**config.mk**
```make
export PLATFORM = sky130hd
export DESIGN_NAME = tmbw_device_flat
export DESIGN_NICKNAME = d
export VERILOG_FILES = /design/src/common/tmbw_pkg.sv /design/src/common/tmbw_if.sv /design/src/core/tmbw_device.sv /design/src/flat_wrapper.sv
export SDC_FILE = /design/constraint.sdc
export NUM_CORES = 1
export LEC_CHECK = 0
export BUFFER_PORTS_ARGS = -buffer_cell sky130_fd_sc_hd__buf_2
export CAP_MARGIN = 10
export CORE_MARGIN = 2
export CORE_UTILIZATION = 35
export DETAILED_ROUTE_END_ITERATION = 6
export HOLD_SLACK_MARGIN = 0.03
export PLACE_DENSITY = 0.55
export SYNTH_ARGS = -nofsm -noshare
export SYNTH_HDL_FRONTEND = slang
export SYNTH_SLANG_ARGS = --single-unit
```
**constraint.sdc**
```tcl
create_clock -name ref_clk -period 8 [get_ports ref_clk]
set_clock_uncertainty 0.1 [all_clocks]
set_input_delay 1.6 -clock ref_clk [delete_from_list [all_inputs] [get_ports ref_clk]]
set_output_delay 1.6 -clock ref_clk [all_outputs]
set_load 0.005 [all_outputs]
```
**src/common/tmbw_pkg.sv**
```systemverilog
// Shared constants and types for the trace-to-memory buffer writer
package tmbw_pkg;
  localparam int ADDR_W = 32;
  localparam int BYTE_W = 8;
  localparam int MSI_DW = 32;
  localparam int EVT_W = 3;
  localparam int EVT_TRIG = 0;
  localparam int EVT_ABORT = 1;
  localparam int EVT_FULL = 2;
  localparam int WORD_SHIFT = 2;
  localparam int ALIGN_W = 2;
  localparam logic [ALIGN_W-1:0] ALIGN_ZERO = 2'h0;
  localparam logic [ADDR_W-1:0] ADDR_ONE = 32'h1;
  localparam logic [ADDR_W-1:0] ADDR_ZERO = 32'h0;
  localparam logic [1:0] MODE_CIRC = 2'h0;
  localparam logic [1:0] MODE_SWF1 = 2'h1;
  localparam logic [1:0] MODE_SWF2 = 2'h2;
  localparam logic [7:0] PAD_BYTE = 8'h00;
  localparam logic [7:0] EMPTY_BYTE = 8'h00;
  localparam int FIFO_W = 8;
  localparam int FIFO_DEPTH = 32;
  localparam int MEM_AW = 8;
  typedef enum logic [2:0] {
    ST_DISABLED = 3'h0,
    ST_RUNNING = 3'h1,
    ST_STOPPING = 3'h2,
    ST_STOPPED = 3'h3,
    ST_DISABLING = 3'h4
  } tmbw_state_t;
endpackage

```
**src/common/tmbw_if.sv**
```systemverilog
// Link between the buffer writer and its trace source, memory and software
interface tmbw_if;
  logic trc_valid;
  logic trc_ready;
  logic [tmbw_pkg::BYTE_W-1:0] trc_data;
  logic trc_trigger;
  logic mem_wr_valid;
  logic mem_wr_ready;
  logic [tmbw_pkg::ADDR_W-1:0] mem_wr_addr;
  logic [tmbw_pkg::BYTE_W-1:0] mem_wr_data;
  logic mem_wr_resp_valid;
  logic mem_wr_resp_err;
  logic mem_rd_valid;
  logic mem_rd_ready;
  logic [tmbw_pkg::ADDR_W-1:0] mem_rd_addr;
  logic mem_rd_resp_valid;
  logic [tmbw_pkg::BYTE_W-1:0] mem_rd_data;
  logic msi_valid;
  logic msi_ready;
  logic [tmbw_pkg::ADDR_W-1:0] msi_addr;
  logic [tmbw_pkg::MSI_DW-1:0] msi_data;
  logic capture_enable_control;
  logic [1:0] mode;
  logic [tmbw_pkg::ADDR_W-1:0] buffer_base_address;
  logic [tmbw_pkg::ADDR_W-1:0] buffer_size_words;
  logic [tmbw_pkg::ADDR_W-1:0] buffer_watermark_words;
  logic wp_load_valid;
  logic [tmbw_pkg::ADDR_W-1:0] wp_load_value;
  logic msi_enable;
  logic [tmbw_pkg::ADDR_W-1:0] msi_addr_cfg;
  logic [tmbw_pkg::MSI_DW-1:0] msi_data_cfg;
  logic [tmbw_pkg::EVT_W-1:0] evt_clear;
  logic rd_req;
  logic rd_valid;
  logic [tmbw_pkg::BYTE_W-1:0] buffer_read_data_port;
  logic rd_empty;
  logic software_consumed_pointer_update;
  logic [tmbw_pkg::ADDR_W-1:0] consumed_ptr;
  logic buffer_full_flag;
  logic capt_ready;
  logic [tmbw_pkg::EVT_W-1:0] evt_status;
  logic [tmbw_pkg::ADDR_W-1:0] buffer_write_pointer;
  logic [tmbw_pkg::ADDR_W-1:0] buffer_read_pointer;

  modport dev (
    input trc_valid, trc_data, trc_trigger, mem_wr_ready,
    input mem_wr_resp_valid, mem_wr_resp_err, mem_rd_ready,
    input mem_rd_resp_valid, mem_rd_data, msi_ready,
    input capture_enable_control, mode, buffer_base_address,
    input buffer_size_words, buffer_watermark_words, wp_load_valid,
    input wp_load_value, msi_enable, msi_addr_cfg, msi_data_cfg,
    input evt_clear, rd_req, software_consumed_pointer_update,
    input consumed_ptr,
    output trc_ready, mem_wr_valid, mem_wr_addr, mem_wr_data,
    output mem_rd_valid, mem_rd_addr, msi_valid, msi_addr, msi_data,
    output rd_valid, buffer_read_data_port, rd_empty, buffer_full_flag,
    output capt_ready, evt_status, buffer_write_pointer,
    output buffer_read_pointer
  );
  modport host (
    output trc_valid, trc_data, trc_trigger, mem_wr_ready,
    output mem_wr_resp_valid, mem_wr_resp_err, mem_rd_ready,
    output mem_rd_resp_valid, mem_rd_data, msi_ready,
    output capture_enable_control, mode, buffer_base_address,
    output buffer_size_words, buffer_watermark_words, wp_load_valid,
    output wp_load_value, msi_enable, msi_addr_cfg, msi_data_cfg,
    output evt_clear, rd_req, software_consumed_pointer_update,
    output consumed_ptr,
    input trc_ready, mem_wr_valid, mem_wr_addr, mem_wr_data,
    input mem_rd_valid, mem_rd_addr, msi_valid, msi_addr, msi_data,
    input rd_valid, buffer_read_data_port, rd_empty, buffer_full_flag,
    input capt_ready, evt_status, buffer_write_pointer,
    input buffer_read_pointer
  );
endinterface

```
**src/core/tmbw_device.sv**
```systemverilog
// Device end: writes incoming trace bytes into a buffer in system memory
// Functional notes
// - Circular mode writes nonstop, wrapping over oldest
// - Reader fetches circular buffer only after stop
// - Circular mode is always present
// - FIFO modes stall writes while buffer full
// - Mode one: reads served through read-data port
// - Mode two: software reports consumed pointer
// - Both FIFO modes are optional
// - Events on trigger, abort and buffer full
// - Events sent as configured message interrupts
// - Variable-size trace needs alignment synchronisation
// - Formatter stage pads trace to word alignment unless a FIFO buffer is full
// - Write pointer advances one per byte
// - Pointer wraps at end; circular sets full
// - FIFO modes: full from level versus watermark
// - Start writes at current pointer, no reload
module tmbw_device (
  input wire logic ref_clk,
  input wire logic reset_n,
  input wire logic ce,
  input wire logic fmt_en,
  input wire logic stop_event,
  output tmbw_pkg::tmbw_state_t state,
  tmbw_if.dev lnk
);
  localparam int AW = tmbw_pkg::ADDR_W;
  localparam int BW = tmbw_pkg::BYTE_W;
  localparam int EW = tmbw_pkg::EVT_W;

  tmbw_pkg::tmbw_state_t st_q, st_d;
  logic [AW-1:0] wp_q, wp_d, rp_q, rp_d;
  logic [AW-1:0] wr_addr_q, wr_addr_d, rd_addr_q, rd_addr_d;
  logic [AW-1:0] msi_addr_q, msi_addr_d;
  logic [tmbw_pkg::MSI_DW-1:0] msi_data_q, msi_data_d;
  logic [BW-1:0] wr_data_q, wr_data_d, rd_data_q, rd_data_d;
  logic full_q, full_d, ffull_q, ffull_d;
  logic wr_vld_q, wr_vld_d, wr_wait_q, wr_wait_d;
  logic rd_vld_q, rd_vld_d, rd_wait_q, rd_wait_d;
  logic rd_out_q, rd_out_d, rd_empty_q, rd_empty_d;
  logic msi_vld_q, msi_vld_d;
  logic [EW-1:0] evt_q, evt_d, evt_set;
  logic [AW-1:0] size_b, end_a, wp_inc, rp_inc, level, thresh;
  logic circ, swf1, swf2, wrap, busy, block, empty, lvl_full;
  logic open_in, take, pad_need, pad;

  always_comb begin
    circ = lnk.mode == tmbw_pkg::MODE_CIRC;
    swf1 = lnk.mode == tmbw_pkg::MODE_SWF1;
    swf2 = lnk.mode == tmbw_pkg::MODE_SWF2;
    size_b = lnk.buffer_size_words << tmbw_pkg::WORD_SHIFT;
    end_a = lnk.buffer_base_address + size_b;
    wrap = (wp_q + tmbw_pkg::ADDR_ONE) == end_a;
    wp_inc = wrap ? lnk.buffer_base_address
                  : wp_q + tmbw_pkg::ADDR_ONE;
    rp_inc = ((rp_q + tmbw_pkg::ADDR_ONE) == end_a)
           ? lnk.buffer_base_address : rp_q + tmbw_pkg::ADDR_ONE;
    if (ffull_q) begin
      level = size_b;
    end else if (wp_q >= rp_q) begin
      level = wp_q - rp_q;
    end else begin
      level = wp_q - rp_q + size_b;
    end
    thresh = (lnk.buffer_size_words - lnk.buffer_watermark_words)
           << tmbw_pkg::WORD_SHIFT;
    lvl_full = level >= thresh;
    empty = (rp_q == wp_q) && !ffull_q && !wr_vld_q && !wr_wait_q;
    busy = wr_vld_q || wr_wait_q;
    block = !circ && ffull_q;
    open_in = (st_q == tmbw_pkg::ST_RUNNING) && !busy && !block;
    take = open_in && lnk.trc_valid;
    pad_need = fmt_en && (wp_q[tmbw_pkg::ALIGN_W-1:0]
             != tmbw_pkg::ALIGN_ZERO) && !block;
    pad = pad_need && !busy && ((st_q == tmbw_pkg::ST_STOPPING)
        || (st_q == tmbw_pkg::ST_DISABLING));
  end

  always_comb begin
    st_d = st_q;
    wp_d = wp_q;
    rp_d = rp_q;
    wr_addr_d = wr_addr_q;
    wr_data_d = wr_data_q;
    rd_addr_d = rd_addr_q;
    rd_data_d = rd_data_q;
    msi_addr_d = msi_addr_q;
    msi_data_d = msi_data_q;
    full_d = full_q;
    ffull_d = ffull_q;
    wr_vld_d = wr_vld_q;
    wr_wait_d = wr_wait_q;
    rd_vld_d = rd_vld_q;
    rd_wait_d = rd_wait_q;
    rd_out_d = 1'b0;
    rd_empty_d = rd_empty_q;
    msi_vld_d = msi_vld_q;
    evt_set = '0;
    if (lnk.wp_load_valid && st_q == tmbw_pkg::ST_DISABLED) begin
      wp_d = lnk.wp_load_value;
      rp_d = lnk.wp_load_value;
      ffull_d = 1'b0;
    end
    // Memory write channel
    if (wr_vld_q && lnk.mem_wr_ready) begin
      wr_vld_d = 1'b0;
      wr_wait_d = 1'b1;
    end
    if (wr_wait_q && lnk.mem_wr_resp_valid) begin
      wr_wait_d = 1'b0;
      evt_set[tmbw_pkg::EVT_ABORT] = lnk.mem_wr_resp_err;
    end
    // Read-data port fetches one byte from memory at the read pointer
    if (lnk.rd_req && swf1 && !rd_vld_q && !rd_wait_q) begin
      if (empty) begin
        rd_out_d = 1'b1;
        rd_empty_d = 1'b1;
        rd_data_d = tmbw_pkg::EMPTY_BYTE;
      end else begin
        rd_vld_d = 1'b1;
        rd_addr_d = rp_q;
      end
    end
    if (rd_vld_q && lnk.mem_rd_ready) begin
      rd_vld_d = 1'b0;
      rd_wait_d = 1'b1;
    end
    if (rd_wait_q && lnk.mem_rd_resp_valid) begin
      rd_wait_d = 1'b0;
      rd_out_d = 1'b1;
      rd_empty_d = 1'b0;
      rd_data_d = lnk.mem_rd_data;
      rp_d = rp_inc;
      ffull_d = 1'b0;
    end
    if (lnk.software_consumed_pointer_update && swf2) begin
      rp_d = lnk.consumed_ptr;
      if (lnk.consumed_ptr != wp_q) begin
        ffull_d = 1'b0;
      end
    end
    if (!circ) begin
      full_d = lvl_full;
    end
    if (take || pad) begin
      wr_vld_d = 1'b1;
      wr_addr_d = wp_q;
      wr_data_d = take ? lnk.trc_data : tmbw_pkg::PAD_BYTE;
      wp_d = wp_inc;
      if (wrap && circ) begin
        full_d = 1'b1;
      end
      if (!circ && wp_inc == rp_d) begin
        ffull_d = 1'b1;
      end
    end
    evt_set[tmbw_pkg::EVT_TRIG] = lnk.trc_trigger
                               && st_q == tmbw_pkg::ST_RUNNING;
    evt_set[tmbw_pkg::EVT_FULL] = full_d && !full_q;
    case (st_q)
      tmbw_pkg::ST_DISABLED: begin
        if (lnk.capture_enable_control) begin
          st_d = tmbw_pkg::ST_RUNNING;
          full_d = 1'b0;
          evt_set[tmbw_pkg::EVT_FULL] = 1'b0;
        end
      end
      tmbw_pkg::ST_RUNNING: begin
        if (!lnk.capture_enable_control) begin
          st_d = tmbw_pkg::ST_DISABLING;
        end else if (stop_event || evt_set[tmbw_pkg::EVT_ABORT]) begin
          st_d = tmbw_pkg::ST_STOPPING;
        end
      end
      tmbw_pkg::ST_STOPPING: begin
        if (!lnk.capture_enable_control) begin
          st_d = tmbw_pkg::ST_DISABLING;
        end else if (!busy && !pad_need) begin
          st_d = tmbw_pkg::ST_STOPPED;
        end
      end
      tmbw_pkg::ST_STOPPED: begin
        if (!lnk.capture_enable_control) begin
          st_d = tmbw_pkg::ST_DISABLED;
        end
      end
      tmbw_pkg::ST_DISABLING: begin
        if (!busy && !pad_need) begin
          st_d = tmbw_pkg::ST_DISABLED;
        end
      end
      default: begin
        st_d = tmbw_pkg::ST_DISABLED;
      end
    endcase
    evt_d = (evt_q & ~lnk.evt_clear) | evt_set;
    if (msi_vld_q && lnk.msi_ready) begin
      msi_vld_d = 1'b0;
    end
    if ((|evt_set) && lnk.msi_enable && (!msi_vld_q || lnk.msi_ready)) begin
      msi_vld_d = 1'b1;
      msi_addr_d = lnk.msi_addr_cfg;
      msi_data_d = lnk.msi_data_cfg;
    end
  end

  always_ff @(posedge ref_clk or negedge reset_n) begin
    if (!reset_n) begin
      st_q <= tmbw_pkg::ST_DISABLED;
      wp_q <= tmbw_pkg::ADDR_ZERO;
      rp_q <= tmbw_pkg::ADDR_ZERO;
      wr_addr_q <= tmbw_pkg::ADDR_ZERO;
      rd_addr_q <= tmbw_pkg::ADDR_ZERO;
      msi_addr_q <= tmbw_pkg::ADDR_ZERO;
      msi_data_q <= '0;
      wr_data_q <= '0;
      rd_data_q <= '0;
      full_q <= 1'b0;
      ffull_q <= 1'b0;
      wr_vld_q <= 1'b0;
      wr_wait_q <= 1'b0;
      rd_vld_q <= 1'b0;
      rd_wait_q <= 1'b0;
      rd_out_q <= 1'b0;
      rd_empty_q <= 1'b0;
      msi_vld_q <= 1'b0;
      evt_q <= '0;
    end else if (ce) begin
      st_q <= st_d;
      wp_q <= wp_d;
      rp_q <= rp_d;
      wr_addr_q <= wr_addr_d;
      rd_addr_q <= rd_addr_d;
      msi_addr_q <= msi_addr_d;
      msi_data_q <= msi_data_d;
      wr_data_q <= wr_data_d;
      rd_data_q <= rd_data_d;
      full_q <= full_d;
      ffull_q <= ffull_d;
      wr_vld_q <= wr_vld_d;
      wr_wait_q <= wr_wait_d;
      rd_vld_q <= rd_vld_d;
      rd_wait_q <= rd_wait_d;
      rd_out_q <= rd_out_d;
      rd_empty_q <= rd_empty_d;
      msi_vld_q <= msi_vld_d;
      evt_q <= evt_d;
    end
  end

  assign state = st_q;
  assign lnk.trc_ready = open_in;
  assign lnk.mem_wr_valid = wr_vld_q;
  assign lnk.mem_wr_addr = wr_addr_q;
  assign lnk.mem_wr_data = wr_data_q;
  assign lnk.mem_rd_valid = rd_vld_q;
  assign lnk.mem_rd_addr = rd_addr_q;
  assign lnk.msi_valid = msi_vld_q;
  assign lnk.msi_addr = msi_addr_q;
  assign lnk.msi_data = msi_data_q;
  assign lnk.rd_valid = rd_out_q;
  assign lnk.buffer_read_data_port = rd_data_q;
  assign lnk.rd_empty = rd_empty_q;
  assign lnk.buffer_full_flag = full_q;
  assign lnk.capt_ready = (st_q == tmbw_pkg::ST_DISABLED)
                       || (st_q == tmbw_pkg::ST_STOPPED);
  assign lnk.evt_status = evt_q;
  assign lnk.buffer_write_pointer = wp_q;
  assign lnk.buffer_read_pointer = rp_q;
endmodule

```
**src/flat_wrapper.sv**
```systemverilog
// flat-port wrapper written by rule: the top's interface ports become plain ports
module tmbw_device_flat 
  (ref_clk, reset_n, ce, fmt_en, stop_event, state, lnk_trc_valid, lnk_trc_data, lnk_trc_trigger, lnk_mem_wr_ready, lnk_mem_wr_resp_valid, lnk_mem_wr_resp_err, lnk_mem_rd_ready, lnk_mem_rd_resp_valid, lnk_mem_rd_data, lnk_msi_ready, lnk_capture_enable_control, lnk_mode, lnk_buffer_base_address, lnk_buffer_size_words, lnk_buffer_watermark_words, lnk_wp_load_valid, lnk_wp_load_value, lnk_msi_enable, lnk_msi_addr_cfg, lnk_msi_data_cfg, lnk_evt_clear, lnk_rd_req, lnk_software_consumed_pointer_update, lnk_consumed_ptr, lnk_trc_ready, lnk_mem_wr_valid, lnk_mem_wr_addr, lnk_mem_wr_data, lnk_mem_rd_valid, lnk_mem_rd_addr, lnk_msi_valid, lnk_msi_addr, lnk_msi_data, lnk_rd_valid, lnk_buffer_read_data_port, lnk_rd_empty, lnk_buffer_full_flag, lnk_capt_ready, lnk_evt_status, lnk_buffer_write_pointer, lnk_buffer_read_pointer);
  tmbw_if lnk_i ();
  input wire logic ref_clk;
  input wire logic reset_n;
  input wire logic ce;
  input wire logic fmt_en;
  input wire logic stop_event;
  output tmbw_pkg::tmbw_state_t state;
  input wire logic [$bits(lnk_i.trc_valid)-1:0] lnk_trc_valid;
  input wire logic [$bits(lnk_i.trc_data)-1:0] lnk_trc_data;
  input wire logic [$bits(lnk_i.trc_trigger)-1:0] lnk_trc_trigger;
  input wire logic [$bits(lnk_i.mem_wr_ready)-1:0] lnk_mem_wr_ready;
  input wire logic [$bits(lnk_i.mem_wr_resp_valid)-1:0] lnk_mem_wr_resp_valid;
  input wire logic [$bits(lnk_i.mem_wr_resp_err)-1:0] lnk_mem_wr_resp_err;
  input wire logic [$bits(lnk_i.mem_rd_ready)-1:0] lnk_mem_rd_ready;
  input wire logic [$bits(lnk_i.mem_rd_resp_valid)-1:0] lnk_mem_rd_resp_valid;
  input wire logic [$bits(lnk_i.mem_rd_data)-1:0] lnk_mem_rd_data;
  input wire logic [$bits(lnk_i.msi_ready)-1:0] lnk_msi_ready;
  input wire logic [$bits(lnk_i.capture_enable_control)-1:0] lnk_capture_enable_control;
  input wire logic [$bits(lnk_i.mode)-1:0] lnk_mode;
  input wire logic [$bits(lnk_i.buffer_base_address)-1:0] lnk_buffer_base_address;
  input wire logic [$bits(lnk_i.buffer_size_words)-1:0] lnk_buffer_size_words;
  input wire logic [$bits(lnk_i.buffer_watermark_words)-1:0] lnk_buffer_watermark_words;
  input wire logic [$bits(lnk_i.wp_load_valid)-1:0] lnk_wp_load_valid;
  input wire logic [$bits(lnk_i.wp_load_value)-1:0] lnk_wp_load_value;
  input wire logic [$bits(lnk_i.msi_enable)-1:0] lnk_msi_enable;
  input wire logic [$bits(lnk_i.msi_addr_cfg)-1:0] lnk_msi_addr_cfg;
  input wire logic [$bits(lnk_i.msi_data_cfg)-1:0] lnk_msi_data_cfg;
  input wire logic [$bits(lnk_i.evt_clear)-1:0] lnk_evt_clear;
  input wire logic [$bits(lnk_i.rd_req)-1:0] lnk_rd_req;
  input wire logic [$bits(lnk_i.software_consumed_pointer_update)-1:0] lnk_software_consumed_pointer_update;
  input wire logic [$bits(lnk_i.consumed_ptr)-1:0] lnk_consumed_ptr;
  output wire logic [$bits(lnk_i.trc_ready)-1:0] lnk_trc_ready;
  output wire logic [$bits(lnk_i.mem_wr_valid)-1:0] lnk_mem_wr_valid;
  output wire logic [$bits(lnk_i.mem_wr_addr)-1:0] lnk_mem_wr_addr;
  output wire logic [$bits(lnk_i.mem_wr_data)-1:0] lnk_mem_wr_data;
  output wire logic [$bits(lnk_i.mem_rd_valid)-1:0] lnk_mem_rd_valid;
  output wire logic [$bits(lnk_i.mem_rd_addr)-1:0] lnk_mem_rd_addr;
  output wire logic [$bits(lnk_i.msi_valid)-1:0] lnk_msi_valid;
  output wire logic [$bits(lnk_i.msi_addr)-1:0] lnk_msi_addr;
  output wire logic [$bits(lnk_i.msi_data)-1:0] lnk_msi_data;
  output wire logic [$bits(lnk_i.rd_valid)-1:0] lnk_rd_valid;
  output wire logic [$bits(lnk_i.buffer_read_data_port)-1:0] lnk_buffer_read_data_port;
  output wire logic [$bits(lnk_i.rd_empty)-1:0] lnk_rd_empty;
  output wire logic [$bits(lnk_i.buffer_full_flag)-1:0] lnk_buffer_full_flag;
  output wire logic [$bits(lnk_i.capt_ready)-1:0] lnk_capt_ready;
  output wire logic [$bits(lnk_i.evt_status)-1:0] lnk_evt_status;
  output wire logic [$bits(lnk_i.buffer_write_pointer)-1:0] lnk_buffer_write_pointer;
  output wire logic [$bits(lnk_i.buffer_read_pointer)-1:0] lnk_buffer_read_pointer;
  assign lnk_i.trc_valid = lnk_trc_valid;
  assign lnk_i.trc_data = lnk_trc_data;
  assign lnk_i.trc_trigger = lnk_trc_trigger;
  assign lnk_i.mem_wr_ready = lnk_mem_wr_ready;
  assign lnk_i.mem_wr_resp_valid = lnk_mem_wr_resp_valid;
  assign lnk_i.mem_wr_resp_err = lnk_mem_wr_resp_err;
  assign lnk_i.mem_rd_ready = lnk_mem_rd_ready;
  assign lnk_i.mem_rd_resp_valid = lnk_mem_rd_resp_valid;
  assign lnk_i.mem_rd_data = lnk_mem_rd_data;
  assign lnk_i.msi_ready = lnk_msi_ready;
  assign lnk_i.capture_enable_control = lnk_capture_enable_control;
  assign lnk_i.mode = lnk_mode;
  assign lnk_i.buffer_base_address = lnk_buffer_base_address;
  assign lnk_i.buffer_size_words = lnk_buffer_size_words;
  assign lnk_i.buffer_watermark_words = lnk_buffer_watermark_words;
  assign lnk_i.wp_load_valid = lnk_wp_load_valid;
  assign lnk_i.wp_load_value = lnk_wp_load_value;
  assign lnk_i.msi_enable = lnk_msi_enable;
  assign lnk_i.msi_addr_cfg = lnk_msi_addr_cfg;
  assign lnk_i.msi_data_cfg = lnk_msi_data_cfg;
  assign lnk_i.evt_clear = lnk_evt_clear;
  assign lnk_i.rd_req = lnk_rd_req;
  assign lnk_i.software_consumed_pointer_update = lnk_software_consumed_pointer_update;
  assign lnk_i.consumed_ptr = lnk_consumed_ptr;
  assign lnk_trc_ready = lnk_i.trc_ready;
  assign lnk_mem_wr_valid = lnk_i.mem_wr_valid;
  assign lnk_mem_wr_addr = lnk_i.mem_wr_addr;
  assign lnk_mem_wr_data = lnk_i.mem_wr_data;
  assign lnk_mem_rd_valid = lnk_i.mem_rd_valid;
  assign lnk_mem_rd_addr = lnk_i.mem_rd_addr;
  assign lnk_msi_valid = lnk_i.msi_valid;
  assign lnk_msi_addr = lnk_i.msi_addr;
  assign lnk_msi_data = lnk_i.msi_data;
  assign lnk_rd_valid = lnk_i.rd_valid;
  assign lnk_buffer_read_data_port = lnk_i.buffer_read_data_port;
  assign lnk_rd_empty = lnk_i.rd_empty;
  assign lnk_buffer_full_flag = lnk_i.buffer_full_flag;
  assign lnk_capt_ready = lnk_i.capt_ready;
  assign lnk_evt_status = lnk_i.evt_status;
  assign lnk_buffer_write_pointer = lnk_i.buffer_write_pointer;
  assign lnk_buffer_read_pointer = lnk_i.buffer_read_pointer;
  tmbw_device u_core (.ref_clk(ref_clk), .reset_n(reset_n), .ce(ce), .fmt_en(fmt_en), .stop_event(stop_event), .state(state), .lnk(lnk_i));
endmodule
```
==> results.cfg, run 1 <==
[floorplanning]
initial_core_util_pct = 35.22
pin_count = 485
die_x_um = 255.2
die_h_um = 255.2
core_area_sq_um = 62740
die_area_sq_um = 65150
num_rows = 92

[cts]
numCtsBuffers = 26
root_buffer = clkbuf_16
clock_latency_ns = 0.57
clockBufferDepth = 3
clock_sinks = 223
clk_pin_slew_ns = 0.06
cts_tree = done
cts_max_level = 1

[sta]
finalSetupTns_ns = 0
finalHoldViolations = 0
min_period_ns = 7.882
worstMarginPinSlew_ns = 1.001
slew_viol_final = 0
maxSlewHeadroom_pct = 32.65
setup_slack_ns = 0.1179
fin_crit_sh_pct = 98.53
fmax_mhz = 126.9
rsz0062_at_grt = yes
finalSetupViolCount = 0

[worst_setup_path]
startpoint_type = register
crit_top_cell = a21oi_2
max_stage_delay_ns = 0.46
crit_fanout = 13
crit_required_ns = 8.35
criticalPathCategory = reg -> reg
endpoint_kind = register
critPathArrivalTime_ns = 8.23
cp_slowest_cell = fa_2

[synth]
async_flop_share_pct = 100.0
synth-edff-count = 0
syn_area_per_cell_sq_um = 8.296
synth_nets = 3083
synth_warnings = 0
yosysSeqAreaShare_pct = 25.26
synth_area_sq_um = 22090
synth_cell_type_count = 109
ys_ff_latch = 223
synth_top_flop_cell = dfrtp_1
synth_cells = 2663

[detailed_routing]
drt_iter0_markers = 2346
drc = 1
routedWlPerCell_um = 26.34
dr_total_vias = 24040
ant_nets = 0
routed_wl_um = 111500
dr.pass1.iters = 7
viasPerCell = 5.680

[status]
violations = design-rule violations
outcome = complete, but fails checks

[global_routing]
grt-ovfl-total = 0
grt_max_degree = 128
antenna_found_initial = 17
grt_pass1_vias = 23580
grt_usage_pct = 33.16
grt_first_pass_wirelength_um = 157500

[pwr]
total_leakage_power_nw = 13.33
cell_internal_pwr_mw = 8.211
clockPowerShare_pct = 8.0
vdd_ir_drop_max_mv = 0.3002
pwr-share-comb_pct = 78.7
netSwitchingFraction_pct = 48.59
seqPwrFrac_pct = 13.2
switchingPower_mw = 7.762
power_density_nw_per_um2 = 554.7

[layout]
design_area_sq_um = 28800
drive_gt1_share_pct = 32.18
multiInputGateArea_sq_um = 15720
syn2layout_area_growth_pct = 30.35
num-fill-cells = 6252
final_nets = 3785
stdcell_count = 4232
seqCellArea_sq_um = 5580

[placed_design]
place_ws_ns = -0.3953
place_congestion = 0.9947
post-dp-hpwl_um = 90190
portBuffers = 480
dpl-instance-area_sq_um = 27180
place_inst = 4158

[min_path]
min_path_type = reg -> reg

[job]
maxCapViolations = 0
## stage by stage
stage | hold slack (ns) | power (mW) | util [%]
floorplan | 0.3628 | 8.701 | -
global placement | 0.3492 | 13.27 | 43.32
detailed placement | 0.3595 | 13.47 | 43.32
CTS | 0.3742 | 14.97 | 44.97
global route | 0.3893 | 17.12 | 45.90
finish | 0.3695 | 15.97 | 45.90
## layout by cell type (no fill, tap or decap), drive strengths merged, types with 11 or more instances in the layout
cell type | synthesis | layout
o22ai | 18 | 18
nand3 | 68 | 68
o211ai | 14 | 14
o21bai | 13 | 13
dfrtp | 223 | 223
mux2 | 115 | 115
ha | 153 | 153
a21oi | 191 | 191
and3 | 22 | 22
o21ai | 198 | 198
nor2b | 27 | 27
or3 | 28 | 28
or2 | 11 | 11
inv | 129 | 131
a2111oi | 11 | 11
clkbuf | 90 | 37
mux2i | 66 | 66
nor4 | 27 | 27
o21a | 18 | 18
o31ai | 20 | 20
a21o | 43 | 43
nand4 | 51 | 51
nand2b | 23 | 23
a21boi | 13 | 13
a22o | 13 | 13
a211oi | 36 | 36
nand2 | 305 | 305
nor2 | 172 | 172
xor2 | 71 | 71
nor3 | 61 | 61
buf | 39 | 802
and2 | 16 | 16
a31oi | 24 | 24
and4 | 13 | 13
xnor2 | 182 | 182
## power by group through the flow
| stage | logic (mW) | clock network [mW] | registers, mW |
|---|---|---|---|
| 6_report | 12.6 | 1.28 | 2.11 |
| 5_1_grt | 13.6 | 1.34 | 2.17 |
| 4_1_cts | 11.6 | 1.30 | 2.09 |
| 3_5_place_dp | 11.4 | 0 | 2.09 |
| 3_3_place_gp | 11.2 | 0 | 2.09 |
| 2_1_floorplan | 6.60 | 0 | 2.10 |
## cell type report
cell class | instances | area share (%)
Multi-Input combinational cell | 2176 | 54.57
Antenna cell | 2 | 0.01738
Tap cell | 846 | 3.676
Clock buffer | 33 | 2.529
Clock inverter | 14 | 0.5822
Timing Repair Buffer | 806 | 17.52
Inverter | 132 | 1.721
Sequential cell | 223 | 19.38
## cell usage after synthesis (19+ instances only)
| cell | count | area [sq um] |
|---|---|---|
| nand3_1 | 68 | 340.3 |
| clkbuf_1 | 79 | 296.5 |
| and3_1 | 19 | 118.9 |
| nor4_1 | 22 | 137.6 |
| mux2i_1 | 66 | 660.6 |
| nor2b_1 | 27 | 168.9 |
| a211oi_1 | 35 | 262.8 |
| o21ai_0 | 195 | 975.9 |
| ha_1 | 153 | 1914 |
| nor3_1 | 61 | 305.3 |
| a21o_1 | 42 | 315.3 |
| inv_1 | 128 | 480.5 |
| nand4_1 | 49 | 306.5 |
| dfrtp_1 | 223 | 5580 |
| or3_1 | 28 | 175.2 |
| xnor2_1 | 181 | 1585 |
| xor2_1 | 71 | 621.9 |
| o31ai_1 | 19 | 142.6 |
| mux2_2 | 115 | 1295 |
| a21oi_1 | 191 | 955.9 |
| a31oi_1 | 24 | 150.1 |
| nor2_1 | 172 | 645.6 |
| nand2_1 | 305 | 1145 |
| nand2b_1 | 23 | 143.9 |
## flip-flops by register name, summed over array words and instances (netlist names)
| signal | flops |
|---|---|
| u_core.lnk.rd_empty | 1 |
| u_core.lnk.msi_addr | 32 |
| u_core.lnk.msi_valid | 1 |
| u_core.lnk.mem_wr_addr | 32 |
| u_core.lnk.buffer_full_flag | 1 |
| u_core.lnk.buffer_read_data_port | 8 |
| u_core.lnk.evt_status | 3 |
| u_core.lnk.mem_wr_data | 8 |
| u_core.state | 3 |
| u_core.lnk.mem_rd_addr | 32 |
| u_core.lnk.buffer_read_pointer | 32 |
| u_core.lnk.mem_rd_valid | 1 |
| u_core.lnk.mem_wr_valid | 1 |
| u_core.rd_wait_q | 1 |
| u_core.lnk.rd_valid | 1 |
| u_core.lnk.buffer_write_pointer | 32 |
| u_core.ffull_q | 1 |
| u_core.lnk.msi_data | 32 |
| u_core.wr_wait_q | 1 |
## critical path, delay by kind of cell, from the launching register on
kind	cells	cell delay, ns
simple gates	2	0.28
compound gates	20	3.89
xor+xnor	2	0.22
fa+ha+maj	4	1.28
flops	1	0.39
buf+inv	8	1.11
mux	2	0.47
## metal layers
metal | wire (um) | part of all wire, % | track usage [%]
met1 | 45770 | 41 | 42.32
met2 | 52090 | 47 | 55.67
met3 | 9291 | 8.3 | 6.804
met4 | 4206 | 3.8 | 11.26
met5 | 126 | 0.11 | 0
## path summary, 6_finish.rpt
path,slack [ns],startpoint,to,cells past startpoint
worst max register to register,0.12,u_core.lnk.buffer_write_pointer[0]$_DFFE_PN0P_,u_core.lnk.msi_addr[8]$_DFFE_PN0P_,38
worst max-delay path,0.12,u_core.lnk.buffer_write_pointer[0]$_DFFE_PN0P_,u_core.lnk.msi_addr[8]$_DFFE_PN0P_,38
max in group asynchronous,5.55,reset_n,u_core.lnk.mem_rd_addr[22]$_DFFE_PN0P_,2
worst min-delay path,0.37,u_core.lnk.rd_empty$_DFFE_PN0P_,u_core.lnk.rd_empty$_DFFE_PN0P_,2
min in group asynchronous,0.98,reset_n,u_core.lnk.msi_addr[19]$_DFFE_PN0P_,1
worst min register to register,0.37,u_core.lnk.rd_empty$_DFFE_PN0P_,u_core.lnk.rd_empty$_DFFE_PN0P_,2
## logic make-up (layout without fill, tap and decap cells)
family | count (synthesis) | count (layout) | share of synthesized area (%)
AND/OR/NAND/NOR | 861 | 861 | 19.23
AO/OA/AOI/OAI | 712 | 712 | 20.55
XOR/XNOR | 265 | 265 | 11.34
buffers and inverters | 264 | 985 | 5.743
flip-flops | 223 | 223 | 25.26
multiplexers | 181 | 181 | 8.852
adder cells (fa/ha/maj) | 157 | 157 | 9.028
other | 0 | 2 | 0
## what timing repair did
item                       CTS  global route
pin swaps                    7            60
setup endpoints to repair   66            66
gates cloned                 1             4
hold buffers                 0             0
gates resized for setup     21           104
setup buffers                7            17
No activity file was read; power rests on OpenSTA's default activity.
==> run 2: changes to the inputs <==
--- a/config.mk
+++ b/config.mk
@@ -5,7 +5,7 @@
 export SDC_FILE = /design/constraint.sdc
 export NUM_CORES = 1
 export LEC_CHECK = 0
-export BUFFER_PORTS_ARGS = -buffer_cell sky130_fd_sc_hd__buf_2
+export BUFFER_PORTS_ARGS = -buffer_cell sky130_fd_sc_hd__buf_4
 export CAP_MARGIN = 10
 export CORE_MARGIN = 2
 export CORE_UTILIZATION = 35
==> run 2 against run 1 <==
Effect of this change: the flow now finishes without violations; via count down 0.54%; setup slack lost 0.013 ns; combinational power is essentially flat; worst hold slack better by 0.010 ns; global-route usage down 0.15 points; largest cell class unchanged; largest power group unchanged.
==> results.cfg, run 2 (synthesis gave the netlist of run 1 again) <==
[sta]
fin_crit_sh_pct = 98.69
min_period_ns = 7.895
setup_slack_ns = 0.1050
fmax_mhz = 126.7
rsz0062_at_grt = yes
finalHoldViolations = 0
finalSetupViolCount = 0
maxSlewHeadroom_pct = 26.19
slew_viol_final = 0
holdWs_ns = 0.3797
worstMarginPinSlew_ns = 1.097

[global_routing]
grt-ovfl-total = 0
antenna_found_initial = 8
grt_usage_pct = 33.01
grt_pass1_vias = 23490
grt_max_degree = 169
grt_first_pass_wirelength_um = 156700

[worst_setup_path]
critPathArrivalTime_ns = 8.25
timing.rr.start = u_core.lnk.buffer_write_pointer[0]$_DFFE_PN0P_
crit_required_ns = 8.36
criticalPathCategory = reg -> reg
crit_fanout = 8
startpoint_type = register
crit_top_cell = a21oi_1
rrSetupSlack_ns = 0.10
endpoint_kind = register
max_stage_delay_ns = 0.45
crit_start = u_core.lnk.buffer_write_pointer[0]$_DFFE_PN0P_
cp_slowest_cell = o41a_1

[cts]
clock_sinks = 223
cts_max_level = 1
root_buffer = clkbuf_16
clk_pin_slew_ns = 0.06
numCtsBuffers = 26
clock_latency_ns = 0.58
cts.hold.buffers_added = 0
clockBufferDepth = 3
cts_tree = done

[detailed_routing]
drt_iter0_markers = 2152
met2_wirelength_um = 51650
dr_total_vias = 23910
dr_wl_met3_um = 9679
dr.pass1.iters = 6
viasPerCell = 5.646
top_layer = met5
ant_nets = 0
routed_wl_um = 111900
routedWlPerCell_um = 26.42
wl_met1_um = 45360
drc = 0

[placed_design]
place_ws_ns = -0.3135
post-dp-hpwl_um = 90060
place_congestion = 1.010
place_inst = 4157
portBuffers = 480

[layout]
stdcell_count = 4235
layout_commonest_cell = buf_4
syn2layout_area_growth_pct = 35.85
utilization_pct = 47.84
final_nets = 3788
final_cell_mix = buf_4 (790), nand2_1 (304), dfrtp_1 (223)
drive_gt1_share_pct = 31.91

[floorplanning]
num_rows = 92
pin_count = 485
core_area_sq_um = 62740
initial_core_util_pct = 35.22
die_x_um = 255.2
die_h_um = 255.2
die_area_sq_um = 65150

[pwr]
power.total_mw = 16.31
vdd_ir_drop_max_mv = 0.3372
total_leakage_power_nw = 13.70
power_density_nw_per_um2 = 543.4

[min_path]
hold_start = u_core.lnk.rd_empty$_DFFE_PN0P_
min_path_type = reg -> reg

[status]
outcome = finished, final reports clean

[job]
maxCapViolations = 0
-- run 2: critical path, delay by kind of cell (launching register included) --
family	cells	cell delay [ns]
compound gates	22	4.02
xor+xnor	2	0.21
fa+ha+maj	4	1.20
buf+inv	9	1.22
flops	1	0.39
mux	1	0.30
simple gates	3	0.31
-- run 2: layer usage --
metal  up-vias  global-route usage, %
met1     11490                  42.39
met2      1158                  53.87
met5         -                      0
met3       212                  6.783
li1      11040                      -
met4        12                  13.83
-- run 2: layout make-up --
cell class              instances  area [sq um]
diodes                          1         2.502
inverters                     132         495.5
fillers                      6116         32720
well taps                     846          1059
repair buffers                809          6314
multi-input cells            2176         15650
clock buffers                  32         724.4
flip-flops and latches        223          5580
clock inverters                16         183.9
-- run 2: final timing paths --
check | end | depth (start not counted)
min in group asynchronous | u_core.lnk.msi_addr[16]$_DFFE_PN0P_ | 1
min | u_core.lnk.rd_empty$_DFFE_PN0P_ | 2
min reg2reg | u_core.lnk.rd_empty$_DFFE_PN0P_ | 2
max reg2reg | u_core.lnk.msi_addr[11]$_DFFE_PN0P_ | 41
max | u_core.lnk.msi_addr[11]$_DFFE_PN0P_ | 41
max in group asynchronous | u_core.lnk.mem_rd_addr[30]$_DFFE_PN0P_ | 2
-- run 2: stage by stage --
step	cell area (sq um)	setup TNS, ns
after detailed placement	28350	-18.48
after floorplan	22090	0
after global placement	28350	-16.86
after global routing	30010	-16.28
after CTS	29430	0
final	30010	0
-- run 2: timing repair --
item                       CTS  global route
pin swaps                   10            50
setup buffers                7            16
gates cloned                 1             6
gates resized for setup     24            73
hold endpoints to repair     0             0
setup endpoints to repair   65            65
-- run 2: power by group --
part	total, mW	internal, mW	switching (mW)
clock network	1.30	0.747	0.549
logic	12.8	6.14	6.70
registers	2.17	1.67	0.504
total	16.3	8.55	7.76
